**src/common/tmrwm_pkg.sv**
```systemverilog
package tmrwm_pkg;

  // ---------------------------------------------------------------
  // Register offsets
  // ---------------------------------------------------------------
  localparam logic [3:0] OFS_CTRL_A    = 4'h0;
  localparam logic [3:0] OFS_CTRL_B    = 4'h1;
  localparam logic [3:0] OFS_COUNT     = 4'h2;
  localparam logic [3:0] OFS_CMP_A     = 4'h3;
  localparam logic [3:0] OFS_CMP_B     = 4'h4;
  localparam logic [3:0] OFS_FLAGS     = 4'h5;
  localparam logic [3:0] OFS_PORT_DIR  = 4'h6;
  localparam logic [3:0] OFS_PORT_DATA = 4'h7;

  // ---------------------------------------------------------------
  // Field positions
  // ---------------------------------------------------------------
  localparam int POS_ACT_A    = 6;
  localparam int POS_ACT_B    = 4;
  localparam int POS_MODE_LO  = 0;
  localparam int POS_MODE_HI  = 3;
  localparam int POS_CLK_SEL  = 0;
  localparam int POS_FLG_OVF  = 0;
  localparam int POS_FLG_CMPA = 1;
  localparam int POS_FLG_CMPB = 2;

  // ---------------------------------------------------------------
  // Reset values and count limits
  // ---------------------------------------------------------------
  localparam logic [7:0] RST_BYTE  = 8'h00;
  localparam logic [7:0] CNT_MAX   = 8'hFF;
  localparam logic [7:0] CNT_BOT   = 8'h00;
  localparam logic [7:0] CNT_STEP  = 8'h01;

  // ---------------------------------------------------------------
  // Waveform modes and output actions
  // ---------------------------------------------------------------
  localparam logic [2:0] MODE_NORMAL    = 3'h0;
  localparam logic [2:0] MODE_CLR_MATCH = 3'h2;
  localparam logic [2:0] MODE_FPWM_MAX  = 3'h3;
  localparam logic [2:0] MODE_FPWM_CMP  = 3'h7;
  localparam logic [1:0] ACT_NONE   = 2'h0;
  localparam logic [1:0] ACT_TOGGLE = 2'h1;
  localparam logic [1:0] ACT_CLEAR  = 2'h2;
  localparam logic [1:0] ACT_SET    = 2'h3;

  // ---------------------------------------------------------------
  // Prescaler selections and divide masks
  // ---------------------------------------------------------------
  localparam int         PRESC_W   = 10;
  localparam logic [2:0] SEL_STOP  = 3'h0;
  localparam logic [2:0] SEL_DIV1  = 3'h1;
  localparam logic [2:0] SEL_DIV8  = 3'h2;
  localparam logic [2:0] SEL_DIV64 = 3'h3;
  localparam logic [2:0] SEL_D256  = 3'h4;
  localparam logic [2:0] SEL_D1024 = 3'h5;
  localparam logic [9:0] MSK_DIV8  = 10'h007;
  localparam logic [9:0] MSK_DIV64 = 10'h03F;
  localparam logic [9:0] MSK_D256  = 10'h0FF;
  localparam logic [9:0] MSK_D1024 = 10'h3FF;

endpackage

```
**src/common/tmrwm_tick_if.sv**
```systemverilog
`timescale 1ns/1ps
// Carries the prescale selection out and the timer clock enable back.
interface tmrwm_tick_if;
  logic [2:0] sel;
  logic       tick;
  modport ctl (output sel, input tick);
  modport gen (input sel, output tick);
endinterface

```
**src/rtl/tmrwm_prescaler.sv**
```systemverilog
`timescale 1ns/1ps
module tmrwm_prescaler
  import tmrwm_pkg::*;
#(
  parameter int W = PRESC_W
)(
  input  wire logic   clk,
  input  wire logic   nrst,
  tmrwm_tick_if.gen   tif
);

  // Refuses a divider too narrow for the largest prescale factor.
  if (W < PRESC_W) begin : g_bad_width
    $error("Prescaler too narrow for the largest divide.");
  end

  logic [W-1:0] div_cnt;

  // Returns the low-bit mask whose all-ones state marks a tick.
  function automatic logic [9:0] div_mask(input logic [2:0] s);
    case (s)
      SEL_DIV8:  div_mask = MSK_DIV8;
      SEL_DIV64: div_mask = MSK_DIV64;
      SEL_D256:  div_mask = MSK_D256;
      default:   div_mask = MSK_D1024;
    endcase
  endfunction

  // Free-running divider shared by the divide-by-8 to 1024 factors; divide by 1 does not use it.
  always_ff @(posedge clk or negedge nrst) begin
    if (!nrst) begin
      div_cnt <= '0;
    end else begin
      div_cnt <= div_cnt + 1'b1;
    end
  end

  // One-cycle timer clock enable at the selected divide.
  always_comb begin
    if (tif.sel == SEL_STOP || tif.sel > SEL_D1024) begin
      tif.tick = 1'b0;
    end else if (tif.sel == SEL_DIV1) begin
      tif.tick = 1'b1;
    end else begin
      tif.tick = &(div_cnt[9:0] | ~div_mask(tif.sel));
    end
  end
endmodule

```
**src/rtl/tmrwm_top.sv**
```systemverilog
`timescale 1ns/1ps
module tmrwm_top
  import tmrwm_pkg::*;
(
  input  wire logic       clk,
  input  wire logic       nrst,
  input  wire logic [3:0] addr,
  input  wire logic [7:0] wdata,
  input  wire logic       wr_en,
  input  wire logic       rd_en,
  output logic      [7:0] rdata,
  input  wire logic       ovf_ack,
  input  wire logic       cmp_a_ack,
  input  wire logic       cmp_b_ack,
  output logic            overflow_flag,
  output logic            compare_a_flag,
  output logic            compare_b_flag,
  output logic            wave_out_a,
  output logic            wave_out_a_oe_n,
  output logic            wave_out_b,
  output logic            wave_out_b_oe_n
);

  // ---------------------------------------------------------------
  // Control state
  // ---------------------------------------------------------------
  logic [1:0] output_action_a;
  logic [1:0] output_action_b;
  logic [1:0] mode_lo;
  logic       mode_sel_high_bit;
  logic [2:0] clk_sel;
  logic [7:0] count_value;
  logic [7:0] compare_value_a;
  logic [7:0] compare_value_b;
  logic [7:0] cmp_a_buf;
  logic [7:0] cmp_b_buf;
  logic [1:0] port_dir;
  logic [1:0] port_data;
  logic       wave_a;
  logic       wave_b;
  logic       match_block;

  // ---------------------------------------------------------------
  // Decode
  // ---------------------------------------------------------------
  logic [2:0] waveform_mode_sel;
  logic       clear_on_match_mode;
  logic       fast_pwm;
  logic [7:0] top_value;
  logic       tick;
  logic       at_top;
  logic       wr_count;
  logic       match_en;
  logic       match_a;
  logic       match_b;
  logic       top_clear;
  logic       wrap_ovf;
  logic       flag_wr;

  tmrwm_tick_if tick_bus ();

  tmrwm_prescaler #(.W(PRESC_W)) u_presc (
    .clk  (clk),
    .nrst (nrst),
    .tif  (tick_bus.gen)
  );

  assign tick_bus.sel = clk_sel;
  assign tick         = tick_bus.tick;

  // Counting depends on the mode selector alone, never on actions.
  assign waveform_mode_sel   = {mode_sel_high_bit, mode_lo};
  assign clear_on_match_mode = (waveform_mode_sel == MODE_CLR_MATCH);
  assign fast_pwm            = (waveform_mode_sel == MODE_FPWM_MAX)
                             || (waveform_mode_sel == MODE_FPWM_CMP);
  assign top_value = (waveform_mode_sel == MODE_FPWM_MAX) ? CNT_MAX
                   : compare_value_a;
  assign at_top    = (count_value == top_value);
  assign wr_count  = wr_en && (addr == OFS_COUNT);
  assign flag_wr   = wr_en && (addr == OFS_FLAGS);

  // Matches are taken on a timer tick unless a count write blocks them.
  assign match_en  = tick && !match_block && !wr_count;
  assign match_a   = match_en && (count_value == compare_value_a);
  assign match_b   = match_en && (count_value == compare_value_b);

  // Top clearing: PWM always wraps at top, clear-on-match needs a match.
  assign top_clear = tick && !wr_count && at_top
                   && (fast_pwm || (clear_on_match_mode && !match_block));

  // Overflow event per mode: at top in PWM, at the max wrap otherwise.
  assign wrap_ovf  = tick && !wr_count
                   && (fast_pwm ? at_top : (count_value == CNT_MAX));

  // Next internal waveform level for one channel on a tick.
  function automatic logic next_wave(
    input logic       cur,
    input logic [1:0] act,
    input logic       pwm,
    input logic       tog_ok,
    input logic       wrap,
    input logic       match
  );
    next_wave = cur;
    if (pwm && wrap && act[1]) begin
      next_wave = (act == ACT_CLEAR);
    end else if (match) begin
      case (act)
        ACT_TOGGLE: next_wave = (!pwm || tog_ok) ? !cur : cur;
        ACT_CLEAR:  next_wave = 1'b0;
        ACT_SET:    next_wave = 1'b1;
        default:    next_wave = cur;
      endcase
    end
  endfunction

  // Hands the pin back to port data at action zero or at a refused PWM toggle.
  function automatic logic on_port(input logic [1:0] act, input logic pwm, input logic tog_ok);
    on_port = (act == ACT_NONE) || (pwm && act == ACT_TOGGLE && !tog_ok);
  endfunction

  // ---------------------------------------------------------------
  // Control registers
  // ---------------------------------------------------------------
  // Software writes to mode, action, clock, direction and port data.
  always_ff @(posedge clk or negedge nrst) begin
    if (!nrst) begin
      output_action_a   <= ACT_NONE;
      output_action_b   <= ACT_NONE;
      mode_lo           <= MODE_NORMAL[1:0];
      mode_sel_high_bit <= 1'b0;
      clk_sel           <= SEL_STOP;
      port_dir          <= 2'h0;
      port_data         <= 2'h0;
    end else if (wr_en) begin
      case (addr)
        OFS_CTRL_A: begin
          output_action_a <= wdata[POS_ACT_A +: 2];
          output_action_b <= wdata[POS_ACT_B +: 2];
          mode_lo         <= wdata[POS_MODE_LO +: 2];
        end
        OFS_CTRL_B: begin
          mode_sel_high_bit <= wdata[POS_MODE_HI];
          clk_sel           <= wdata[POS_CLK_SEL +: 3];
        end
        OFS_PORT_DIR:  port_dir  <= wdata[1:0];
        OFS_PORT_DATA: port_data <= wdata[1:0];
        default: begin
        end
      endcase
    end
  end

  // ---------------------------------------------------------------
  // Counter
  // ---------------------------------------------------------------
  // A write loads the count directly in every mode, beating the tick.
  always_ff @(posedge clk or negedge nrst) begin
    if (!nrst) begin
      count_value <= RST_BYTE;
    end else if (wr_count) begin
      count_value <= wdata;
    end else if (top_clear) begin
      count_value <= CNT_BOT;
    end else if (tick) begin
      count_value <= count_value + CNT_STEP;
    end
  end

  // Blocks the matches of the next timer tick after a count write.
  always_ff @(posedge clk or negedge nrst) begin
    if (!nrst) begin
      match_block <= 1'b0;
    end else if (wr_count) begin
      match_block <= 1'b1;
    end else if (tick) begin
      match_block <= 1'b0;
    end
  end

  // ---------------------------------------------------------------
  // Compare registers
  // ---------------------------------------------------------------
  // Buffers always take software writes; active values follow them
  // at once outside PWM and only at the top wrap in PWM.
  always_ff @(posedge clk or negedge nrst) begin
    if (!nrst) begin
      cmp_a_buf       <= RST_BYTE;
      cmp_b_buf       <= RST_BYTE;
      compare_value_a <= RST_BYTE;
      compare_value_b <= RST_BYTE;
    end else begin
      if (wr_en && addr == OFS_CMP_A) begin
        cmp_a_buf <= wdata;
      end
      if (wr_en && addr == OFS_CMP_B) begin
        cmp_b_buf <= wdata;
      end
      if (!fast_pwm && wr_en && addr == OFS_CMP_A) begin
        compare_value_a <= wdata;
      end else if (fast_pwm && top_clear) begin
        compare_value_a <= cmp_a_buf;
      end
      if (!fast_pwm && wr_en && addr == OFS_CMP_B) begin
        compare_value_b <= wdata;
      end else if (fast_pwm && top_clear) begin
        compare_value_b <= cmp_b_buf;
      end
    end
  end

  // ---------------------------------------------------------------
  // Flags
  // ---------------------------------------------------------------
  // Hardware sets win over a clear by write-one or by service.
  always_ff @(posedge clk or negedge nrst) begin
    if (!nrst) begin
      overflow_flag <= 1'b0;
    end else if (wrap_ovf) begin
      overflow_flag <= 1'b1;
    end else if (ovf_ack || (flag_wr && wdata[POS_FLG_OVF])) begin
      overflow_flag <= 1'b0;
    end
  end

  // Compare A flag, raised at top in clear-on-match as on any match.
  always_ff @(posedge clk or negedge nrst) begin
    if (!nrst) begin
      compare_a_flag <= 1'b0;
    end else if (match_a) begin
      compare_a_flag <= 1'b1;
    end else if (cmp_a_ack || (flag_wr && wdata[POS_FLG_CMPA])) begin
      compare_a_flag <= 1'b0;
    end
  end

  // Compare B flag.
  always_ff @(posedge clk or negedge nrst) begin
    if (!nrst) begin
      compare_b_flag <= 1'b0;
    end else if (match_b) begin
      compare_b_flag <= 1'b1;
    end else if (cmp_b_ack || (flag_wr && wdata[POS_FLG_CMPB])) begin
      compare_b_flag <= 1'b0;
    end
  end

  // ---------------------------------------------------------------
  // Waveform generator and pins
  // ---------------------------------------------------------------
  // Internal waveform registers; the toggle in PWM is for A only.
  always_ff @(posedge clk or negedge nrst) begin
    if (!nrst) begin
      wave_a <= 1'b0;
      wave_b <= 1'b0;
    end else if (tick) begin
      wave_a <= next_wave(wave_a, output_action_a, fast_pwm,
                          mode_sel_high_bit, top_clear, match_a);
      wave_b <= next_wave(wave_b, output_action_b, fast_pwm,
                          1'b0, top_clear, match_b);
    end
  end

  // Pin drivers: waveform overrides port data unless action is zero or a refused toggle.
  always_ff @(posedge clk or negedge nrst) begin
    if (!nrst) begin
      wave_out_a      <= 1'b0;
      wave_out_b      <= 1'b0;
      wave_out_a_oe_n <= 1'b1;
      wave_out_b_oe_n <= 1'b1;
    end else begin
      wave_out_a <= on_port(output_action_a, fast_pwm, mode_sel_high_bit)
                    ? port_data[0] : wave_a;
      wave_out_b <= on_port(output_action_b, fast_pwm, 1'b0)
                    ? port_data[1] : wave_b;
      wave_out_a_oe_n <= !port_dir[0];
      wave_out_b_oe_n <= !port_dir[1];
    end
  end

  // ---------------------------------------------------------------
  // Read port
  // ---------------------------------------------------------------
  // Read data stand only in the cycle after the read strobe.
  always_ff @(posedge clk or negedge nrst) begin
    if (!nrst) begin
      rdata <= RST_BYTE;
    end else if (rd_en) begin
      case (addr)
        OFS_CTRL_A:    rdata <= {output_action_a, output_action_b, 2'h0, mode_lo};
        OFS_CTRL_B:    rdata <= {4'h0, mode_sel_high_bit, clk_sel};
        OFS_COUNT:     rdata <= count_value;
        OFS_CMP_A:     rdata <= cmp_a_buf;
        OFS_CMP_B:     rdata <= cmp_b_buf;
        OFS_FLAGS:     rdata <= {5'h00, compare_b_flag, compare_a_flag, overflow_flag};
        OFS_PORT_DIR:  rdata <= {6'h00, port_dir};
        OFS_PORT_DATA: rdata <= {6'h00, port_data};
        default:       rdata <= RST_BYTE;
      endcase
    end else begin
      rdata <= RST_BYTE;
    end
  end
endmodule

```
**config.mk**
```make
export PLATFORM = sky130hd
export DESIGN_NAME = tmrwm_top
export DESIGN_NICKNAME = d
export VERILOG_FILES = /design/src/common/tmrwm_pkg.sv /design/src/common/tmrwm_tick_if.sv /design/src/rtl/tmrwm_prescaler.sv /design/src/rtl/tmrwm_top.sv
export SDC_FILE = /design/constraint.sdc
export NUM_CORES = 1
export LEC_CHECK = 0
export ABC_AREA = 1
export BUFFER_PORTS_ARGS = -buffer_cell sky130_fd_sc_hd__buf_2
export CAP_MARGIN = 0
export CORE_MARGIN = 3
export CORE_UTILIZATION = 30
export CTS_CLUSTER_DIAMETER = 30
export CTS_CLUSTER_SIZE = 30
export DETAILED_ROUTE_END_ITERATION = 8
export PLACE_DENSITY = 0.46
export SYNTH_ARGS = -nofsm -noshare
export SYNTH_HDL_FRONTEND = slang
export SYNTH_HIERARCHICAL = 1
export SYNTH_SLANG_ARGS = --single-unit
```
**constraint.sdc**
```tcl
create_clock -name clk -period 2.3 [get_ports clk]
set_input_delay 0.46 -clock clk [delete_from_list [all_inputs] [get_ports clk]]
set_output_delay 0.46 -clock clk [all_outputs]
set_load 0.05 [all_outputs]
```
==> results.json, run 1 <==
{
  "status": "finished clean",
  "worstSetupPathType": "reg -> reg",
  "synth-edff-count": 0,
  "worstPathRequired_ps": 2580,
  "initial_core_util": 0.313,
  "synth_most_common_cell": "nand2_1",
  "ctsHoldBuffers": 0,
  "num_io_pins": 34,
  "hpwl_um": 9080,
  "area_growth_pct": 16.5,
  "grt_pass1_wl_um": 19300,
  "wl_um": 12100,
  "cts_sinks": 82,
  "fin_crit_sh": 0.885,
  "synth_nets": 528,
  "arrival_ps": 2320,
  "setup_tns_ps": 0,
  "power.total_mw": 4.65,
  "synth-main-ff-cell": "dfrtp_1",
  "wl_per_cell_um": 16.5,
  "cts.clk_slew.worst_paths_ps": 60,
  "finalNetCount": 571,
  "post_cts_resized": 0,
  "viasPerCell": 4.91,
  "gp_congestion": 0.839,
  "post-place-cells": 715,
  "synth.avg_cell_area_um2": 8.38,
  "synth_commonest_cells": "138 x nand2_1, 80 x dfrtp_1, 53 x inv_1",
  "ys_async_sr_fraction": 1.00,
  "dieArea_mm2": 0.0156,
  "tritoncts": "yes",
  "clock_path_buffers": 2,
  "syn_inst": 507,
  "period_needed_ps": 2040,
  "max_clock_freq_mhz": 491,
  "synthAdderAreaFrac": 0.00589,
  "synth_top_family_by_area": "simple AND/OR/NAND/NOR gates",
  "yosysWarningCount": 6,
  "yosysSeqAreaShare": 0.484,
  "hold_class": "in -> async",
  "instances_no_fill": 731,
  "first_global_vias": 3310,
  "grt_usage": 0.158,
  "initialDrtViolationCount": 384,
  "synthMuxAreaShare": 0.00265,
  "placeableCoreArea_mm2": 0.0136,
  "drc": 0,
  "grt-ovfl-total": 0,
  "synth_top_area_share": 0.471,
  "synth_area_leaders": "dfrtp_1 47%, nand2_1 12%, o21ai_0 5.8%",
  "synth_xor_area_frac": 0.0351,
  "worst_pin_slew_ps": 617,
  "slew_headroom": 0.589,
  "post_cts_buffers": 0,
  "h-tree-depth": 3,
  "clock_latency_ps": 340,
  "finClkSkew_ps": 11.5,
  "antenna_found_initial": 0,
  "ant_nets": 0,
  "ys_types": 42,
  "final_max_slew_viol_count": 0,
  "synthSimpleGateAreaFrac": 0.242,
  "setup_violations": 0,
  "yosys.area.top_type": "dfrtp_1",
  "hold_viol_final": 0,
  "preCtsSetupSlack_ps": 278,
  "rsz0062_at_grt": "false",
  "die_h_um": 125,
  "critPathLaunchType": "flop",
  "peakVddDrop_v": 0.000461,
  "hold_ws_ps": 127,
  "p_leak_nw": 2.36,
  "nFillCells": 1422,
  "ff_latch_area_mm2": 0.00205,
  "drv_cap": 0,
  "rows": 42,
  "num_vias": 3586,
  "powerDensity_mw_per_mm2": 939,
  "first_pass_iters": 5,
  "grt_max_degree": 47,
  "path_max_fanout": 11,
  "endpoint_kind": "flop",
  "ys_seq_elements": 82,
  "portBuffers": 33,
  "clock-root-buffer": "clkbuf_16",
  "die_x_um": 125,
  "syn_area_mm2": 0.00425,
  "antenna_cells": 0,
  "numCtsBuffers": 9,
  "setup_ws_ps": 264,
  "synth_compound_area_frac": 0.156,
  "drive_above_1_share": 0.182,
  "multiInputGateArea_mm2": 0.00188
}
## worst paths after layout
kind | start | endpoint | slack (ps) | cells past startpoint
setup reg to reg | u_presc/div_cnt[2] | wave_a | 260 | 13
max in group asynchronous | nrst | count_value[3] | 1560 | 2
hold reg to reg | port_dir[0] | wave_out_a_oe_n | 400 | 1
min in group clk | cmp_b_ack | compare_b_flag | 300 | 2
setup / recovery | u_presc/div_cnt[2] | wave_a | 260 | 13
hold / removal | nrst | rdata[0] | 130 | 1
## final cells by class
type / instances / share of cell area
flip-flops and latches: 82 / 0.415
well taps: 176 / 0.0445
clock buffers: 13 / 0.0566
inverters: 66 / 0.0501
clock inverters: 3 / 0.00430
repair buffers: 42 / 0.0501
multi-input cells: 349 / 0.379
## power by group
part           switching [mW]  internal (mW)
Clock                   0.597          0.850
Sequential              0.309           1.72
Combinational           0.752          0.417
Total                    1.66           2.99
## sequential cells by signal, indices dropped and copies added (netlist names), 3 cells and up
name	count
clk_sel	3
count_value	8
compare_value_b	8
rdata	8
compare_value_a	8
cmp_a_buf	8
cmp_b_buf	8
u_presc/div_cnt	10
## critical path, stage by stage, from the launching register on
cell and delay [ps]:
dfrtp_1 400, nand3_2 150, nor2_1 120, nand3_1 80
o21bai_1 260, nand2_1 140, inv_2 200, nand3_2 110
nor2_2 100, buf_4 170, nand3b_1 80, nand2_1 60
nand2_1 50, nand2_1 50
## routing by layer
metal | track usage | vias up | part of all wire
li1 | - | 1766 | -
met1 | 0.241 | 1685 | 0.50
met2 | 0.219 | 119 | 0.42
met3 | 0.0333 | 16 | 0.066
met4 | 0.0555 | 0 | 0.015
met5 | 0 | - | 0
## logic make-up (layout without fill, tap and decap cells)
family / count (synthesis) / in the layout
buffers and inverters: 76 / 124
muxes: 1 / 1
xor gates and xnor gates: 17 / 17
DFF: 82 / 82
and+or+nand+nor: 223 / 223
AOI/OAI and AO/OA: 106 / 106
adders and majority gates: 2 / 2
## cell usage in the layout (no fill, tap or decap), drive strengths merged, types with 8 or more instances in the layout
cell type  netlist  layout
clkbuf           3      13
dfrtp           80      80
nor2            39      39
o221ai           8       8
nand2          143     143
buf              7      42
a21oi           12      12
inv             65      65
xor2            15      15
o21ai           53      53
nand3           23      23
## through the flow
step | util | area (um^2)
floorplan | - | 4250
global placement | 0.343 | 4650
detailed placement | 0.343 | 4650
CTS | 0.365 | 4950
global route | 0.365 | 4950
finish | 0.365 | 4950
Note: power is estimated with default switching activity, not from simulation.
==> run 2: changes to the inputs <==
Settings changed: CORE_ASPECT_RATIO set to 1.2, CORE_MARGIN 3 to 5.
==> run 2 against run 1 <==
Effect of this change: via count up 0.20%; utilization decreased by 0.54 points; power rose by 4.4%.
==> results.json, run 2 (synthesis gave the netlist of run 1 again) <==
{
  "status": "finished clean",
  "viasPerCell": 4.94,
  "area_growth_pct": 17.5,
  "finalNetCount": 572,
  "drc": 0,
  "antenna_cells": 0,
  "critPathBufInv": 3,
  "tritoncts": "yes",
  "layout_commonest_cell": "nand2_1",
  "final_cell_mix": "138 x nand2_1, 80 x dfrtp_1, 53 x inv_1",
  "powerDensity_mw_per_mm2": 972,
  "grt_max_degree": 53,
  "hpwl_um": 9600,
  "clock-root-buffer": "clkbuf_16",
  "grt_usage": 0.156,
  "cts.clk_slew.worst_paths_ps": 60,
  "power.share.sequential": 0.417,
  "critPathLaunchType": "flop",
  "first_global_vias": 3691,
  "num_vias": 3593,
  "initial_core_util": 0.306,
  "ant_nets": 0,
  "num_io_pins": 34,
  "worst_pin_slew_ps": 432,
  "gp_congestion": 0.874,
  "clock_path_buffers": 2,
  "instances_no_fill": 727,
  "clock_latency_ps": 340,
  "nFillCells": 1449,
  "h-tree-depth": 3,
  "rsz0062_at_grt": "false",
  "fin_crit_sh": 0.928,
  "worstSetupPathType": "reg -> reg",
  "path_cells": "nand3_2 -> nor2_1 -> nand3_1 -> o21bai_1 -> nand2_1 -> inv_2 -> buf_4 -> nand3_4 -> nand2_1 -> inv_2 -> nand2_1 -> o211ai_1",
  "cts_sinks": 82,
  "hold_class": "in -> async",
  "portBuffers": 33,
  "first_pass_iters": 4,
  "rr_worst_depth": 12,
  "numCtsBuffers": 9,
  "antenna_found_initial": 0,
  "period_needed_ps": 2130,
  "drv_cap": 0,
  "p_int_mw": 3.20,
  "path_max_fanout": 10,
  "peakVddDrop_v": 0.000370,
  "post_cts_buffers": 0,
  "wl_per_cell_um": 17.0,
  "drive_above_1_share": 0.180,
  "slew_headroom": 0.712,
  "rows": 47,
  "crit_slowest_cell": "dfrtp_1",
  "largest_reg_flops": 10,
  "arrival_ps": 2350,
  "p_comb_frac": 0.241,
  "grt-ovfl-total": 0,
  "power.switching_mw": 1.65,
  "r2r-end": "compare_value_b[1]",
  "die_x_um": 119,
  "post-place-cells": 711,
  "max_clock_freq_mhz": 468,
  "endpoint_kind": "flop",
  "ff_latch_area_mm2": 0.00205,
  "ctsHoldBuffers": 0,
  "wl_um": 12300,
  "setup_violations": 0,
  "worstPathRequired_ps": 2510,
  "dieArea_mm2": 0.0166,
  "setup_tns_ps": 0,
  "hold_viol_final": 0,
  "p_leak_nw": 2.37,
  "clkPwrFrac": 0.341,
  "largest_register": "u_presc/div_cnt",
  "die_h_um": 140,
  "grt_pass1_wl_um": 20400,
  "r2r_start": "u_presc/div_cnt[2]",
  "initialDrtViolationCount": 250,
  "swShare": 0.340,
  "cpMostUsedCell": "nand2_1",
  "finClkSkew_ps": 8.80,
  "reg2reg_slack_ps": 170,
  "slowest_delay_ps": 390,
  "final_max_slew_viol_count": 0,
  "crit_family": "simple AND/OR/NAND/NOR gates",
  "placeableCoreArea_mm2": 0.0139,
  "multiInputGateArea_mm2": 0.00188
}
## run 2: final cells by class
cell class | instances | area share
Sequential cell | 82 | 0.412
Multi-Input combinational cell | 349 | 0.377
Timing Repair Buffer | 43 | 0.0512
Inverter | 66 | 0.0496
Clock buffer | 11 | 0.0466
Tap cell | 171 | 0.0429
Clock inverter | 5 | 0.0208
## run 2: worst max-delay path by stage
stage,end,start,depth (start not counted),slack [ps]
after floorplan,compare_value_b[2],u_presc/div_cnt[2],12,620
after global placement,compare_value_b[6],u_presc/div_cnt[2],11,150
after detailed placement,compare_value_a[6],u_presc/div_cnt[2],11,150
after CTS,compare_value_a[6],u_presc/div_cnt[2],11,120
after global routing,compare_value_b[1],u_presc/div_cnt[2],12,10
final,compare_value_b[1],u_presc/div_cnt[2],12,170
## run 2: routing by layer
metal  up-vias  global-route usage  part of all wire
met5         -                   0                 0
met4         0              0.0616             0.027
met3        19              0.0274             0.041
met2        70               0.266              0.49
met1      1735               0.196              0.44
li1       1769                   -                 -
## run 2: timing repair
action | CTS | global route
gates resized for setup | 0 | 1
setup endpoints to repair | 0 | 6
hold endpoints to repair | 0 | 0
## run 2: through the flow
stage	worst slack (ps)	cell area [um^2]	utilization	power [mW]	hold slack, ps
after floorplan	618	4250	-	2.85	164
after global placement	153	4650	0.335	3.21	390
after detailed placement	152	4650	0.335	3.22	401
after CTS	122	4980	0.359	4.89	66.6
after global routing	14.3	4990	0.360	5.14	82.2
final	165	4990	0.360	4.85	54.4
## run 2: power by group through the flow
stage / sequential [mW] / combinational [mW] / clock [mW]
after floorplan: 2.01 / 0.844 / 0
after global placement: 2.05 / 1.16 / 0
after detailed placement: 2.04 / 1.18 / 0
after CTS: 2.02 / 1.18 / 1.68
after global routing: 2.07 / 1.34 / 1.74
final: 2.02 / 1.17 / 1.66
==> run 3: changes to the inputs <==
Settings changed: PLACE_DENSITY 0.46 to unset.
==> run 3 against run 2 <==
Effect of this change: clock power is 16% lower; non-clock buffer count is 3 lower; clock skew up 0.88 ps; clock-buffer cell count decreased by 1; cell area decreased by 1.5%; die area unchanged; sequential share of layout area grew 0.64 points; sequential power about the same; highest routed layer unchanged; critical endpoint is now compare_value_a[3]; cell count shrank 0.41%; power decreased by 5.4%; global-route usage shrank 0.88 points.
==> results.json, run 3 (synthesis gave the netlist of run 1 again) <==
{
  "status": "finished clean",
  "hpwl_um": 8820,
  "cts_sinks": 82,
  "drive_above_1_share": 0.179,
  "area_growth_pct": 15.7,
  "final_cell_mix": "138 x nand2_1, 80 x dfrtp_1, 53 x inv_1",
  "clock_latency_ps": 340,
  "r2r-end": "compare_value_a[3]",
  "drv_cap": 0,
  "swShare": 0.367,
  "initialDrtViolationCount": 319,
  "clock-root-buffer": "clkbuf_16",
  "crit_slowest_cell": "dfrtp_1",
  "worst_pin_slew_ps": 659,
  "layout_commonest_cell": "nand2_1",
  "initial_core_util": 0.306,
  "critPathBufInv": 2,
  "rows": 47,
  "crit_family": "simple AND/OR/NAND/NOR gates",
  "num_vias": 3679,
  "finalNetCount": 569,
  "grt_usage": 0.147,
  "p_int_mw": 2.91,
  "die_x_um": 119,
  "grt-ovfl-total": 0,
  "powerDensity_mw_per_mm2": 934,
  "antenna_found_initial": 0,
  "drc": 0,
  "period_needed_ps": 2060,
  "rr_worst_depth": 11,
  "viasPerCell": 5.08,
  "slew_headroom": 0.561,
  "power.share.sequential": 0.441,
  "setup_tns_ps": 0,
  "rsz0062_at_grt": "false",
  "peakVddDrop_v": 0.000378,
  "max_clock_freq_mhz": 486,
  "instances_no_fill": 724,
  "clock_path_buffers": 2,
  "gp_congestion": 0.910,
  "finClkSkew_ps": 9.68,
  "path_cells": "nand3_2 -> nor2_1 -> nand3_1 -> o21bai_1 -> nand2_1 -> inv_2 -> nand3_2 -> nor2_2 -> buf_4 -> nand2_1 -> o211ai_1",
  "post_cts_buffers": 0,
  "final_max_slew_viol_count": 0,
  "crit_end": "compare_value_a[3]",
  "crit_start": "u_presc/div_cnt[2]",
  "slowest_delay_ps": 400,
  "num_io_pins": 34,
  "clkPwrFrac": 0.303,
  "largest_register": "u_presc/div_cnt",
  "cp.depth": 11,
  "reg2reg_slack_ps": 240,
  "path_max_fanout": 11,
  "ctsHoldBuffers": 0,
  "setup_violations": 0,
  "ant_nets": 0,
  "power.switching_mw": 1.68,
  "endpoint_kind": "flop",
  "portBuffers": 33,
  "dieArea_mm2": 0.0166,
  "grt_max_degree": 49,
  "grt_pass1_wl_um": 19600,
  "arrival_ps": 2310,
  "post-place-cells": 708,
  "first_global_vias": 3817,
  "fin_crit_sh": 0.895,
  "p_leak_nw": 2.33,
  "first_pass_iters": 5,
  "worstSetupPathType": "reg -> reg",
  "largest_reg_flops": 10,
  "hold_class": "in -> async",
  "placeableCoreArea_mm2": 0.0139,
  "critPathLaunchType": "flop",
  "antenna_cells": 0,
  "die_h_um": 140,
  "cts.clk_slew.worst_paths_ps": 60,
  "h-tree-depth": 3,
  "post_cts_resized": 0,
  "wl_per_cell_um": 16.4,
  "hold_viol_final": 0,
  "tritoncts": "yes",
  "wl_um": 11800,
  "power.total_mw": 4.59,
  "r2r_start": "u_presc/div_cnt[2]",
  "worstPathRequired_ps": 2550,
  "numCtsBuffers": 9,
  "p_comb_frac": 0.256
}
[run 3: worst min-delay path by stage]
stage          cells past startpoint            endpoint  slack [ps]
2_1_floorplan                      0          clk_sel[0]         160
3_3_place_gp                       1     wave_out_a_oe_n         400
3_5_place_dp                       1     wave_out_b_oe_n         410
4_1_cts                            1            rdata[3]         170
5_1_grt                            1  u_presc/div_cnt[2]         200
6_report                           1  u_presc/div_cnt[2]         140
[run 3: worst reg2reg max path: stages, from the launching register on]
cell and delay (ps):
dfrtp_1 400, nand3_2 140, nor2_1 110, nand3_1 80, o21bai_1 280, nand2_1 130
inv_2 200, nand3_2 110, nor2_2 140, buf_4 220, nand2_1 70, o211ai_1 100
[run 3: through the flow]
stage                     instance area, um^2  setup WS, ps  hold slack (ps)  utilization
after floorplan                          4250           618              164            -
after global placement                   4630           387              398        0.333
after detailed placement                 4630           281              409        0.333
after CTS                                4910           267              169        0.354
after global routing                     4910          47.4              204        0.354
final                                    4910           242              144        0.354
[run 3: cell type report]
cell class	instances	area [um^2]
fillers	1405	8960
flip-flops and latches	82	2050
multi-input cells	349	1880
inverters	66	248
clock buffers	10	239
repair buffers	40	233
well taps	171	214
clock inverters	6	48.8
[run 3: per-layer routing]
| layer | vias up | share of wire | track usage |
|---|---|---|---|
| li1 | 1758 | - | - |
| met1 | 1765 | 0.43 | 0.184 |
| met2 | 127 | 0.48 | 0.242 |
| met3 | 29 | 0.059 | 0.0315 |
| met4 | 0 | 0.033 | 0.0708 |
| met5 | - | 0 | 0 |
[run 3: power by group through the flow]
stage                     registers, mW  clock network [mW]  logic, mW
after detailed placement           2.04                   0       1.15
after CTS                          2.02                1.42       1.17
after floorplan                    2.01                   0      0.844
final                              2.02                1.39       1.17
after global routing               2.06                1.49       1.32
after global placement             2.04                   0       1.13
